File: src/hdl/frio_pkg.sv
// Contract
// [RULE1] remote bits are general I/O unless mapped
// [RULE2] each remote input maps to system input
// [RULE3] each remote output maps to indication
// [RULE4] mapped bit acts like connector signal
// [RULE5] command field carries 14-bit code
// [RULE6] data is signed, least byte first
// [RULE7] master scales user values by 1000; code sends data unscaled
// [RULE8] code 1142h writes start velocity
// [RULE9] master holds motor current bit on; code sends it as software writes it to CTRL
// [RULE10] act only when trigger goes high
// [RULE11] incremental move is five writes, then index
// [RULE12] capture on trigger rise; fields held stable
// [RULE13] ack set, command echoed, write returns zero
// [RULE14] error bit set on failed command
// [RULE15] byte1 bit5 turns motor current on
// [RULE16] command byte2, trigger byte3 bit6, data 4-7
// [RULE17] master drops trigger after each ack
package frio_pkg;
	// =====================================================
	// object layout
	localparam int FRIO_OBJ_BYTES    = 8;
	localparam int FRIO_CMD_W        = 14;
	localparam int FRIO_CMD_LSB      = 16;
	localparam int FRIO_COMMAND_TRIGGER_BIT     = 30;
	localparam int FRIO_STATUS_BIT   = 31;
	localparam int FRIO_CURRENT_BIT  = 13;
	localparam int FRIO_DATA_LSB     = 32;
	localparam int FRIO_RIN_N        = 8;
	localparam int FRIO_ROUT_N       = 6;
	// =====================================================
	// command codes
	localparam logic [13:0] FRIO_CMD_WR_VS  = 14'h1142;
	localparam logic [13:0] FRIO_CMD_RD_VS  = 14'h0142;
	localparam logic [13:0] FRIO_CMD_WR_VR  = 14'h1143;
	localparam logic [13:0] FRIO_CMD_RD_VR  = 14'h0143;
	localparam logic [13:0] FRIO_CMD_WR_TA  = 14'h1144;
	localparam logic [13:0] FRIO_CMD_WR_TD  = 14'h1145;
	localparam logic [13:0] FRIO_CMD_WR_DIS = 14'h1146;
	localparam logic [13:0] FRIO_CMD_MI     = 14'h1147;
	localparam logic [13:0] FRIO_CMD_MAP_IN = 14'h1180;
	localparam logic [13:0] FRIO_CMD_MAP_OUT = 14'h1181;
	localparam logic [31:0] FRIO_VS_MAX     = 32'h000f4240;
	localparam int          FRIO_SCALE      = 1000;
	// =====================================================
	// remote input functions (0 = general I/O)
	typedef enum logic [3:0] {
		FRIO_IN_GENERAL, FRIO_IN_FAULT_CLEAR, FRIO_IN_CONTINUE_MOTION, FRIO_IN_HOME_SENSOR,
		FRIO_IN_LIMIT_POSITIVE, FRIO_IN_LIMIT_NEGATIVE, FRIO_IN_MOTOR_HALT,
		FRIO_IN_SEEK_ORIGIN_POSITIVE, FRIO_IN_PAUSE, FRIO_IN_PAUSE_RELEASE,
		FRIO_IN_POSITION_ERROR_RESET, FRIO_IN_EMERGENCY_HALT, FRIO_IN_SENSOR,
		FRIO_IN_TORQUE_LIMIT_RELEASE
	} frio_in_fn_type;
	typedef enum logic [2:0] {
		FRIO_OUT_GENERAL, FRIO_OUT_POSITION_DATA_READY, FRIO_OUT_BRAKE_RELEASE,
		FRIO_OUT_PAUSED_FLAG, FRIO_OUT_SEQ_RUNNING
	} frio_out_fn_type;
	// =====================================================
	// software port of the master end
	localparam logic [3:0] FRIO_REG_CTRL    = 4'h0;
	localparam logic [3:0] FRIO_REG_CMD     = 4'h1;
	localparam logic [3:0] FRIO_REG_DATA    = 4'h2;
	localparam logic [3:0] FRIO_REG_RESULT  = 4'h3;
	localparam logic [3:0] FRIO_REG_RDATA   = 4'h4;
	localparam logic [3:0] FRIO_REG_IRQ_ST  = 4'h5;
	localparam logic [3:0] FRIO_REG_IRQ_MSK = 4'h6;
	localparam int FRIO_IRQ_DONE = 0;
	localparam int FRIO_IRQ_ERR  = 1;
endpackage

File: src/hdl/frio_link_if.sv
`timescale 1ns/1ps
// receive object from master, transmit object back to it
interface frio_link_if;
	logic [63:0] rx_obj;
	logic [63:0] tx_obj;
	modport master (output rx_obj, input tx_obj);
	modport device (input rx_obj, output tx_obj);
endinterface

File: src/hdl/frio_device.sv
`timescale 1ns/1ps
// device end: decodes the receive object and builds the transmit object
module frio_device
	import frio_pkg::*;
(
	// clock and reset
	input  wire logic                    clk_sys_i,
	input  wire logic                    rst_i,
	// link
	frio_link_if.device                  link,
	// connector-equivalent inputs and outputs
	input  wire logic                    position_data_ready_i,
	input  wire logic                    brake_release_i,
	input  wire logic                    paused_flag_i,
	input  wire logic                    seq_running_i,
	input  wire logic [7:0]              status_byte1_i,
	input  wire logic [1:0]              alarm_warn_i,
	output logic      [FRIO_RIN_N-1:0]   remote_in_bits_o,
	output logic      [13:0]             sys_in_fn_o,
	output logic                         motor_current_on_o,
	output logic      [7:0]              control_byte1_o,
	output logic      [31:0]             start_velocity_o,
	output logic      [31:0]             run_velocity_o,
	output logic      [31:0]             accel_time_o,
	output logic      [31:0]             decel_time_o,
	output logic      [31:0]             move_distance_o,
	output logic                         move_index_o
);
	// =====================================================
	// field extraction
	wire logic [FRIO_CMD_W-1:0] cmd_w  = link.rx_obj[FRIO_CMD_LSB +: FRIO_CMD_W]; // [RULE16]
	wire logic                  command_trigger_w = link.rx_obj[FRIO_COMMAND_TRIGGER_BIT];
	wire logic [31:0]           data_w = link.rx_obj[FRIO_DATA_LSB +: 32]; // [RULE6]
	wire logic [7:0]            rin_w  = link.rx_obj[7:0];
	logic       command_trigger_q;
	logic       ack_q, err_q;
	logic [13:0] echo_q;
	logic [31:0] rdata_q;
	logic [3:0]  in_map_q [FRIO_RIN_N];
	logic [2:0]  out_map_q [FRIO_ROUT_N];
	logic [FRIO_ROUT_N-1:0] rout_q;
	wire logic  rise_w = command_trigger_w & ~command_trigger_q; // [RULE12]
	wire logic  map_ok_w = (data_w[15:8] < 8'(FRIO_RIN_N)) && (data_w[7:0] < 8'd14);
	wire logic  omap_ok_w = (data_w[15:8] < 8'(FRIO_ROUT_N)) && (data_w[7:0] < 8'd5);
	// start velocity must be non-negative and within the limit
	wire logic  vs_ok_w = ~data_w[31] && (data_w <= FRIO_VS_MAX);
	wire logic  cur_on_w = link.rx_obj[FRIO_CURRENT_BIT]; // [RULE15]
	// connector-side indications gathered for the output selector
	wire logic [3:0] ind_w = {seq_running_i, paused_flag_i, brake_release_i, position_data_ready_i};
	// =====================================================
	// helpers
	// functions keep the decode lines short and alike
	// one code compare, shared by every decode line below
	function automatic logic frio_is_code(
		input logic [FRIO_CMD_W-1:0] seen,
		input logic [FRIO_CMD_W-1:0] code
	);
		return seen == code;
	endfunction
	// index field of a mapping command, the same for both directions
	function automatic logic [2:0] frio_map_index(input logic [31:0] word);
		return word[10:8];
	endfunction
	// indication that a remote output shows; general outputs idle low
	function automatic logic frio_pick_ind(
		input logic [2:0] fn,
		input logic [3:0] ind
	);
		logic pick;
		case (fn)
			3'h1: pick = ind[0]; // position data ready
			3'h2: pick = ind[1]; // brake released
			3'h3: pick = ind[2]; // paused
			3'h4: pick = ind[3]; // sequence running
			default: pick = 1'b0;
		endcase
		return pick;
	endfunction
	// =====================================================
	// command decode; a hit counts only on the trigger rise, so idle
	// field contents never reach a register
	// reads and writes of one parameter use different codes
	wire logic hit_wr_vs_w   = rise_w && frio_is_code(cmd_w, FRIO_CMD_WR_VS); // [RULE8]
	wire logic hit_rd_vs_w   = rise_w && frio_is_code(cmd_w, FRIO_CMD_RD_VS); // [RULE5]
	wire logic hit_wr_vr_w   = rise_w && frio_is_code(cmd_w, FRIO_CMD_WR_VR);
	wire logic hit_rd_vr_w   = rise_w && frio_is_code(cmd_w, FRIO_CMD_RD_VR);
	wire logic hit_wr_ta_w   = rise_w && frio_is_code(cmd_w, FRIO_CMD_WR_TA);
	wire logic hit_wr_td_w   = rise_w && frio_is_code(cmd_w, FRIO_CMD_WR_TD);
	wire logic hit_wr_dis_w  = rise_w && frio_is_code(cmd_w, FRIO_CMD_WR_DIS);
	wire logic hit_mi_w      = rise_w && frio_is_code(cmd_w, FRIO_CMD_MI);
	wire logic hit_map_in_w  = rise_w && frio_is_code(cmd_w, FRIO_CMD_MAP_IN); // [RULE2]
	wire logic hit_map_out_w = rise_w && frio_is_code(cmd_w, FRIO_CMD_MAP_OUT); // [RULE3]
	// the code list is fixed; any other code fails
	wire logic hit_any_w     = hit_wr_vs_w | hit_rd_vs_w | hit_wr_vr_w | hit_rd_vr_w | hit_wr_ta_w
		| hit_wr_td_w | hit_wr_dis_w | hit_mi_w | hit_map_in_w | hit_map_out_w;
	// accepted actions
	wire logic set_vs_w      = hit_wr_vs_w && vs_ok_w;
	wire logic start_w       = hit_mi_w && cur_on_w; // no move while current is off
	wire logic set_imap_w    = hit_map_in_w && map_ok_w;
	wire logic set_omap_w    = hit_map_out_w && omap_ok_w;
	// failure causes: out of range, not allowed now, or an unknown code;
	// a failed command still echoes its code and raises the ack
	wire logic fail_w = (hit_wr_vs_w && !vs_ok_w) || (hit_mi_w && !cur_on_w)
		|| (hit_map_in_w && !map_ok_w) || (hit_map_out_w && !omap_ok_w)
		|| (rise_w && !hit_any_w); // [RULE14]
	// reads answer a stored value; writes and failures answer zero
	wire logic [31:0] ret_w =
		hit_rd_vs_w ? start_velocity_o :
		hit_rd_vr_w ? run_velocity_o : 32'h00000000; // [RULE13]
	wire logic [2:0]  map_idx_w = frio_map_index(data_w);
	// =====================================================
	// handshake: ack rises with the command and falls with the trigger
	// ack is cleared only by the trigger, never by a timeout, so the
	// master must drop the trigger for a cycle before the next command
	always_ff @(posedge clk_sys_i) begin
		if (rst_i) begin
			command_trigger_q <= 1'b0;
			ack_q  <= 1'b0;
		end else begin
			command_trigger_q <= command_trigger_w;
			if (rise_w) ack_q <= 1'b1; // [RULE13]
			else if (!command_trigger_w) ack_q <= 1'b0;
		end
	end
	// result fields stand until the next command, so a slow master
	// still reads them after it has seen the ack
	always_ff @(posedge clk_sys_i) begin
		if (rst_i) begin
			err_q   <= 1'b0;
			echo_q  <= 14'h0000;
			rdata_q <= 32'h00000000;
		end else if (rise_w) begin // [RULE10] [RULE12]
			err_q   <= fail_w; // [RULE14]
			echo_q  <= cmd_w; // [RULE13]
			rdata_q <= ret_w; // [RULE13]
		end
	end
	// =====================================================
	// motion parameters; a refused value leaves the old one standing
	// values are stored as sent; only the start velocity has a limit
	always_ff @(posedge clk_sys_i) begin
		if (rst_i) begin
			start_velocity_o <= 32'h00000000;
			run_velocity_o   <= 32'h00000000;
			accel_time_o     <= 32'h00000000;
			decel_time_o     <= 32'h00000000;
			move_distance_o  <= 32'h00000000;
		end else begin
			if (set_vs_w) start_velocity_o <= data_w; // [RULE8]
			if (hit_wr_vr_w) run_velocity_o <= data_w;
			if (hit_wr_ta_w) accel_time_o <= data_w;
			if (hit_wr_td_w) decel_time_o <= data_w;
			if (hit_wr_dis_w) move_distance_o <= data_w;
		end
	end
	// move start is a one-cycle pulse, refused while current is off
	always_ff @(posedge clk_sys_i) begin
		if (rst_i) move_index_o <= 1'b0;
		else move_index_o <= start_w;
	end
	// =====================================================
	// mapping tables; zero means general I/O
	// two bits may share one function: their inputs are ORed together
	always_ff @(posedge clk_sys_i) begin
		if (rst_i) begin
			for (int i = 0; i < FRIO_RIN_N; i++) in_map_q[i] <= 4'h0; // [RULE1]
			for (int i = 0; i < FRIO_ROUT_N; i++) out_map_q[i] <= 3'h0;
		end else begin
			if (set_imap_w) in_map_q[map_idx_w] <= data_w[3:0]; // [RULE2]
			if (set_omap_w) out_map_q[map_idx_w] <= data_w[2:0]; // [RULE3]
		end
	end
	// =====================================================
	// remote bit routing; a mapped bit leaves general use
	always_comb begin
		logic [13:0] fn;
		logic [FRIO_RIN_N-1:0] gen;
		fn = 14'h0000;
		gen = '0;
		for (int i = 0; i < FRIO_RIN_N; i++) begin
			if (in_map_q[i] == 4'h0) gen[i] = rin_w[i]; // [RULE1]
			else fn[in_map_q[i]] = fn[in_map_q[i]] | rin_w[i]; // [RULE4]
		end
		remote_in_bits_o = gen;
		sys_in_fn_o = fn;
	end
	assign motor_current_on_o = link.rx_obj[FRIO_CURRENT_BIT]; // [RULE15]
	assign control_byte1_o = link.rx_obj[15:8];
	// =====================================================
	// remote outputs take the mapped indication one cycle late,
	// like a connector output sampled on the same clock
	always_ff @(posedge clk_sys_i) begin
		if (rst_i) begin
			rout_q <= '0;
		end else begin
			for (int i = 0; i < FRIO_ROUT_N; i++) begin
				rout_q[i] <= frio_pick_ind(out_map_q[i], ind_w); // [RULE3] [RULE4]
			end
		end
	end
	// =====================================================
	// transmit object: data, error, ack, echo, status byte, alarm
	// and warning, remote outputs; nothing here waits on the master
	assign link.tx_obj = {rdata_q, err_q, ack_q, echo_q,
		status_byte1_i, alarm_warn_i, rout_q};
endmodule

File: src/flat_wrapper.sv
// flat-port wrapper written by rule: the top's interface ports become plain ports
module frio_device_flat import frio_pkg::*;
  (clk_sys_i, rst_i, position_data_ready_i, brake_release_i, paused_flag_i, seq_running_i, status_byte1_i, alarm_warn_i, remote_in_bits_o, sys_in_fn_o, motor_current_on_o, control_byte1_o, start_velocity_o, run_velocity_o, accel_time_o, decel_time_o, move_distance_o, move_index_o, link_rx_obj, link_tx_obj);
  frio_link_if link_i ();
  input  wire logic clk_sys_i;
  input  wire logic rst_i;
  input  wire logic position_data_ready_i;
  input  wire logic brake_release_i;
  input  wire logic paused_flag_i;
  input  wire logic seq_running_i;
  input  wire logic [7:0] status_byte1_i;
  input  wire logic [1:0] alarm_warn_i;
  output logic      [FRIO_RIN_N-1:0] remote_in_bits_o;
  output logic      [13:0] sys_in_fn_o;
  output logic motor_current_on_o;
  output logic      [7:0] control_byte1_o;
  output logic      [31:0] start_velocity_o;
  output logic      [31:0] run_velocity_o;
  output logic      [31:0] accel_time_o;
  output logic      [31:0] decel_time_o;
  output logic      [31:0] move_distance_o;
  output logic move_index_o;
  input wire logic [$bits(link_i.rx_obj)-1:0] link_rx_obj;
  output wire logic [$bits(link_i.tx_obj)-1:0] link_tx_obj;
  assign link_i.rx_obj = link_rx_obj;
  assign link_tx_obj = link_i.tx_obj;
  frio_device u_core (.clk_sys_i(clk_sys_i), .rst_i(rst_i), .link(link_i), .position_data_ready_i(position_data_ready_i), .brake_release_i(brake_release_i), .paused_flag_i(paused_flag_i), .seq_running_i(seq_running_i), .status_byte1_i(status_byte1_i), .alarm_warn_i(alarm_warn_i), .remote_in_bits_o(remote_in_bits_o), .sys_in_fn_o(sys_in_fn_o), .motor_current_on_o(motor_current_on_o), .control_byte1_o(control_byte1_o), .start_velocity_o(start_velocity_o), .run_velocity_o(run_velocity_o), .accel_time_o(accel_time_o), .decel_time_o(decel_time_o), .move_distance_o(move_distance_o), .move_index_o(move_index_o));
endmodule
File: config.mk
export PLATFORM = sky130hd
export DESIGN_NAME = frio_device_flat
export DESIGN_NICKNAME = d
export VERILOG_FILES = /design/src/hdl/frio_pkg.sv /design/src/hdl/frio_link_if.sv /design/src/hdl/frio_device.sv /design/src/flat_wrapper.sv
export SDC_FILE = /design/constraint.sdc
export NUM_CORES = 1
export LEC_CHECK = 0
export ABC_AREA = 0
export BUFFER_PORTS_ARGS = -buffer_cell sky130_fd_sc_hd__buf_2
export CAP_MARGIN = 20
export CORE_MARGIN = 2
export CORE_UTILIZATION = 58
export DETAILED_ROUTE_END_ITERATION = 10
export PLACE_DENSITY = 0.86
export SLEW_MARGIN = 20
export SYNTH_ARGS = -nofsm -noshare
export SYNTH_HDL_FRONTEND = slang
export SYNTH_SLANG_ARGS = --single-unit
File: constraint.sdc
create_clock -name clk_sys_i -period 10.98 [get_ports clk_sys_i]
set_input_delay 2.196 -clock clk_sys_i [delete_from_list [all_inputs] [get_ports clk_sys_i]]
set_output_delay 2.196 -clock clk_sys_i [all_outputs]
set_load 0.01 [all_outputs]
---- Word level (Yosys, flattened, before mapping) ----
Memory sizes are Yosys's and may differ from the RTL's.
Cells that the tools add are included.
storage, ports and cells
  bits in registers ....................... 216
  bits in writable memories ............... 50
  memory bits (read-only) ................. 16
  word-level logic and storage cells ...... 219
  memories kept ........................... 3
memory list
  name              words  width  rd ports  clocked after memory_dff  wr ports  line                source
  u_core.in_map_q   8      4      8         0                         8         frio_device.sv:39   logic [3:0] in_map_q [FRIO_RIN_N];
  u_core.out_map_q  6      3      6         0                         6         frio_device.sv:40   logic [2:0] out_map_q [FRIO_ROUT_N];
  (name not given)  16     1      1         0                         0         frio_device.sv:182  else fn[in_map_q[i]] = fn[in_map_q[i]] | rin_w[i];
operators by class
  magnitude comparators ................... 21
  equal/unequal tests ..................... 35
  muxes and demuxes ....................... 78
  bitwise gates (word level) .............. 21
  reduce and logical (&&, ||, !) cells .... 49
operator list
  cell                                                               number
  == test 14 x 13 -> 1 bit (second input constant)                   8
  2-to-1 mux 14 bit                                                  8
  bitwise mux 14 bit                                                 7
  2-to-1 mux 32 bit                                                  2
  less-than comparator 4 x 5 -> 1 bit (second input constant)        8
  == test 3 x 2 -> 1 bit (second input constant)                     12
  2-to-1 mux 1 bit                                                   36
  demux 1 bit (select 4 bit)                                         8
  >= comparator 4 x 1 -> 1 bit (second input constant)               8
  less-or-equal comparator 32 x 20 -> 1 bit (second input constant)  1
  zero test 4 bit                                                    8
  logical AND 1 bit                                                  30
  binary-select mux 1 bit (select 4 bit)                             7
  == test 14 x 9 -> 1 bit (second input constant)                    2
  one-hot mux 1 bit (4 select lines)                                 6
  == test 3 x 1 -> 1 bit (second input constant)                     6
  == test 3 bit (second input constant)                              6
  bitwise OR 1 bit                                                   17
  less-than comparator 8 x 3 -> 1 bit (second input constant)        2
  less-than comparator 8 x 4 -> 1 bit (second input constant)        2
  AND 14 bit                                                         1
  2-to-1 mux 3 bit                                                   3
  zero test 1 bit                                                    5
  logical OR 1 bit                                                   4
  other kinds (6)                                                    7

---- Logic depth before layout (Yosys ltp) ----
  word-level depth ........................ 41
  gate-level depth with buffers ........... 23

---- Least setup slack after synthesis ----
Ideal clock, no wire load.
  path type ............................... input port to output port
  from .................................... input link_rx_obj[0]
  to ...................................... output sys_in_fn_o[13]
  arrival time ............................ 6.280 ns
  path slack .............................. 2.504 ns
  stages .................................. 19
  buffers on the path ..................... 3
  path through ............................ nor3b_1 -> a21bo_1 -> a2bb2oi_1 -> a21oi_1 -> nor4bb_1 -> buf_2 -> o2111ai_1 -> or4b_1 -> buf_4 -> nor3_4 -> o211ai_4 -> or2_1 -> nor4_2 -> o22ai_1 -> a221o_1 -> nor4b_4 -> and4_1 -> buf_4 -> mux2i_1
between the ends
  word-level cells in the longest chain between the ends .. 38
ends and longest elaborated chain
  item                                    line                source
  start: declaration                      flat_wrapper.sv:23  input wire logic [$bits(link_i.rx_obj)-1:0] link_rx_obj;
  bitwise OR 1 bit (*)                    frio_device.sv:182
  AND 14 bit (no line) (*)                -
  2-to-1 mux 14 bit (*)                   frio_device.sv:181  if (in_map_q[i] == 4'h0) gen[i] = rin_w[i];
  binary-select mux 1 bit (select 4 bit)  frio_device.sv:182
  2-to-1 mux 1 bit (not written as such)  frio_device.sv:182
  bitwise OR 1 bit                        frio_device.sv:182
  bitwise mux 14 bit                      frio_device.sv:182
  2-to-1 mux 14 bit (*)                   frio_device.sv:181
  (+22 left out)                          -
  bitwise OR 1 bit                        frio_device.sv:182
  bitwise mux 14 bit                      frio_device.sv:182
  2-to-1 mux 14 bit (*)                   frio_device.sv:181
  binary-select mux 1 bit (select 4 bit)  frio_device.sv:182
  2-to-1 mux 1 bit (not written as such)  frio_device.sv:182
  bitwise OR 1 bit                        frio_device.sv:182
  bitwise mux 14 bit                      frio_device.sv:182
  2-to-1 mux 14 bit (*)                   frio_device.sv:181
  end: declaration                        flat_wrapper.sv:14  output logic [13:0] sys_in_fn_o;
Mark *: on every way between the ends. The rest lies on a longest branch, timed or not. The select of a mux whose other input is x is not followed.

---- Worst setup path in the final report ----
  from .................................... input link_rx_obj[0]
  to ...................................... output sys_in_fn_o[12]
Same word-level chain as after synthesis.

==> metrics.txt <==
synthesized net count around 1.8k; pwr dens 135 mW/mm^2; fraction of layout cells with a size suffix above 1 0.206; Routed Antenna Nets 0; Residual DRC 0; Skew-Pair Late Insertion Delay ~0.54 ns; worst slew pin tran 1.09 ns; Startpoint Class input pin; run status finished clean; post-cts sizing count 0; fraction of the mapped netlist area in compound gates 0.202; Clock Path Buffers 3; CTS H-tree depth 1; # rows 55; crit path DAT 7.88 ns; main combinational cell family by area after synthesis simple AND/OR/NAND/NOR gates; mux cell area share after synthesis 0.0251; FMAX slightly below 100 MHz; 1st-pass router iterations 6; first-pass GRT wire length 72.6 mm; simple-gate share of the synthesized area 0.286; final instance area 0.0159 mm^2; worst vdd ir 0.147 mV; unrepaired setup endpoints after global routing false; Synth cell types 92; CTS root buffer clkbuf_16; DR WL/cell 21.1 um; Leak 6.36 nW; Area after DPL 0.0149 mm^2; Post-CTS Setup Bufs 0; Fin Hold WS 0.451 ns; Crit. End Element primary output; die height around 160 um; Tmin final 10.08 ns; setup TNS 0 ns; nets 1,981; io pins 336; clk sinks 266; CP Max Fanout 10; Overflow after GRT 0; final hold violations 0; vias per cell 6.39; Synth Register Bits 266; Worst Hold Class reg2reg; Synth top area share 0.320; initial core utilization 0.593; ys async rst share 0; post-DP HPWL 33.6 mm; Post-Synth XOR/XNOR Area 0.00389; max_cap viols 0; DRT Wirelength 47.1 mm; Mapped Area approximately 0.014 mm^2; sequential fraction of the synthesis area 0.431; initial drt markers 1,770; Worst Path Required 8.78 ns; Yosys top cell by area dfxtp_1; Final setup viols 0; prevailing post-synth register cell dfxtp_1; Yosys warnings 0; IO Port Bufs ~300; Final GP Congestion 0.953; cell count after synthesis roughly 1.7k; period utilization 0.918; top cells by area, synth dfxtp_1, edfxtp_1, nand2_1, a21oi_1, nor2_1; vias in the first global route 13.4k; Slew Limit Fails 0; relative slew slack 0.273; CTS buffer count 27; Die ar. 0.0245 mm^2; gr usage total 0.370; core footprint approximately 0.023 mm^2; area delta synth->final 17.5%; WS Path Type in2out; Reg clk slew, reported paths 0.06 ns; vias 14.3k; Antenna Diode Count 0; adder-cell share of the synthesized area 0; Chip Width 157 um; initial antenna violation count 0; number of synthesized flops with an enable pin 50; Clock Skew 0.0240 ns; CTS tree built; Syn Area/Cell 7.97 um^2; hold buffers post-CTS 0; largest net degree at the start of global routing 106
[worst max-delay path, stage by stage]
cell and delay [ns]:
buf_2 0.13, nor3b_1 0.22, a21bo_1 0.20, a2bb2oi_1 0.37
a21oi_1 0.16, nor4b_1 0.62, o31a_2 0.34, or4b_1 0.68
o21ai_4 0.26, o22ai_1 0.23, a211oi_1 0.40, and2_1 0.33
a32o_1 0.38, a22oi_1 0.19, nor4b_4 0.41, and4_1 0.47
a21oi_1 0.11, buf_2 0.17
[path summary, 6_finish.rpt]
check	startpoint	end	slack, ns	cells past startpoint
worst max-delay path	link_rx_obj[0]	sys_in_fn_o[12]	0.90	18
worst min-delay path	u_core.move_distance_o[1]	u_core.move_distance_o[1]	0.45	2
worst max register to register	u_core.command_trigger_q	u_core.in_map_q[0][0]	7.67	9
worst min register to register	u_core.move_distance_o[1]	u_core.move_distance_o[1]	0.45	2
[cell usage after synthesis (5+ instances only)]
master,instances
o2111ai_1,7
nand3_1,42
a32oi_1,9
and2_1,38
a311oi_1,5
a21o_1,6
edfxtp_1,50
o22ai_1,7
o41ai_1,6
nor3b_1,6
nor4_1,17
nor2b_1,29
nor2_1,161
and3b_1,5
a21oi_1,188
o32a_1,5
mux2i_1,26
nor4b_1,6
inv_1,16
dfxtp_1,216
nand4_1,11
mux2_2,7
or2_2,7
and3_1,23
a222oi_1,32
nor3_1,38
nor4bb_1,6
o21ai_0,28
a31oi_1,22
nand2_1,383
o211ai_1,11
buf_4,27
clkbuf_1,99
buf_2,8
o31ai_1,6
o21a_1,5
nand2b_1,24
a211oi_1,17
[area by class of cell]
cell class | instances | area [um^2]
clock buffers | 35 | 767
clock inverters | 12 | 185
fillers | 1792 | 6900
inverters | 17 | 63.8
multi-input cells | 1273 | 7010
flip-flops and latches | 266 | 5830
well taps | 313 | 392
repair buffers | 316 | 1630
[cells by family after synthesis]
kind of cell | Yosys count
buffers and inverters | 156
DFF | 266
and+or+nand+nor | 825
muxes | 33
other | 1
AOI/OAI and AO/OA | 408
xor gates and xnor gates | 6
[state kept, by name, indices dropped and copies added (netlist names), 6 cells and up]
signal                   cells
u_core.out_map_q            18
u_core.run_velocity_o       32
u_core.rout_q                6
u_core.rdata_q              32
u_core.move_distance_o      32
u_core.start_velocity_o     32
u_core.accel_time_o         32
u_core.decel_time_o         32
u_core.in_map_q             32
u_core.echo_q               14
[through the flow]
| step | cells | worst slack, ns | total power [mW] | utilization |
|---|---|---|---|---|
| floorplan | 1695 | 2.50 | 1.13 | - |
| global placement | 2185 | 1.08 | 1.18 | 0.655 |
| detailed placement | 2185 | 1.11 | 1.19 | 0.655 |
| CTS | 2232 | 1.09 | 2.14 | 0.697 |
| global route | 2232 | 0.550 | 2.20 | 0.697 |
| finish | 2232 | 0.901 | 2.15 | 0.697 |
[where the power goes]
| group | switching [mW] | internal (mW) | total (mW) |
|---|---|---|---|
| clock | 0.387 | 0.588 | 0.975 |
| combinational | 0.107 | 0.0470 | 0.154 |
| sequential | 0.0146 | 1.00 | 1.02 |
| total | 0.509 | 1.64 | 2.15 |
[cell usage in the layout, fill, tap and decap left out, types with 6 or more instances in the layout]
master | netlist | layout
a211oi_1 | 17 | 17
o22ai_1 | 7 | 7
nor3_1 | 38 | 36
o21ai_0 | 28 | 28
and2_1 | 38 | 38
nor2_1 | 161 | 160
o31ai_1 | 6 | 6
nor3b_1 | 6 | 6
o211ai_1 | 11 | 11
o2111ai_1 | 7 | 7
and3_1 | 23 | 23
clkbuf_16 | 0 | 28
inv_1 | 16 | 16
dfxtp_1 | 216 | 216
edfxtp_1 | 50 | 50
nand4_1 | 11 | 11
nor4_1 | 17 | 15
a32oi_1 | 9 | 9
a21o_1 | 6 | 6
mux2i_1 | 26 | 26
a31oi_1 | 22 | 22
or2_2 | 7 | 7
nand2b_1 | 24 | 23
nor4b_1 | 6 | 6
a21oi_1 | 188 | 188
nor4bb_1 | 6 | 6
nand3_1 | 42 | 42
buf_4 | 27 | 17
nor2b_1 | 29 | 28
a222oi_1 | 32 | 32
mux2_2 | 7 | 7
o41ai_1 | 6 | 6
buf_2 | 8 | 298
nand2_1 | 383 | 383
[metal layers]
layer	up-vias	global-route usage	part of all wire
met5	-	0	0
met4	0	0.153	0.042
met3	152	0.0795	0.11
met2	928	0.620	0.48
met1	6722	0.464	0.37
li1	6465	-	-
No activity file was read; power rests on OpenSTA's default activity.
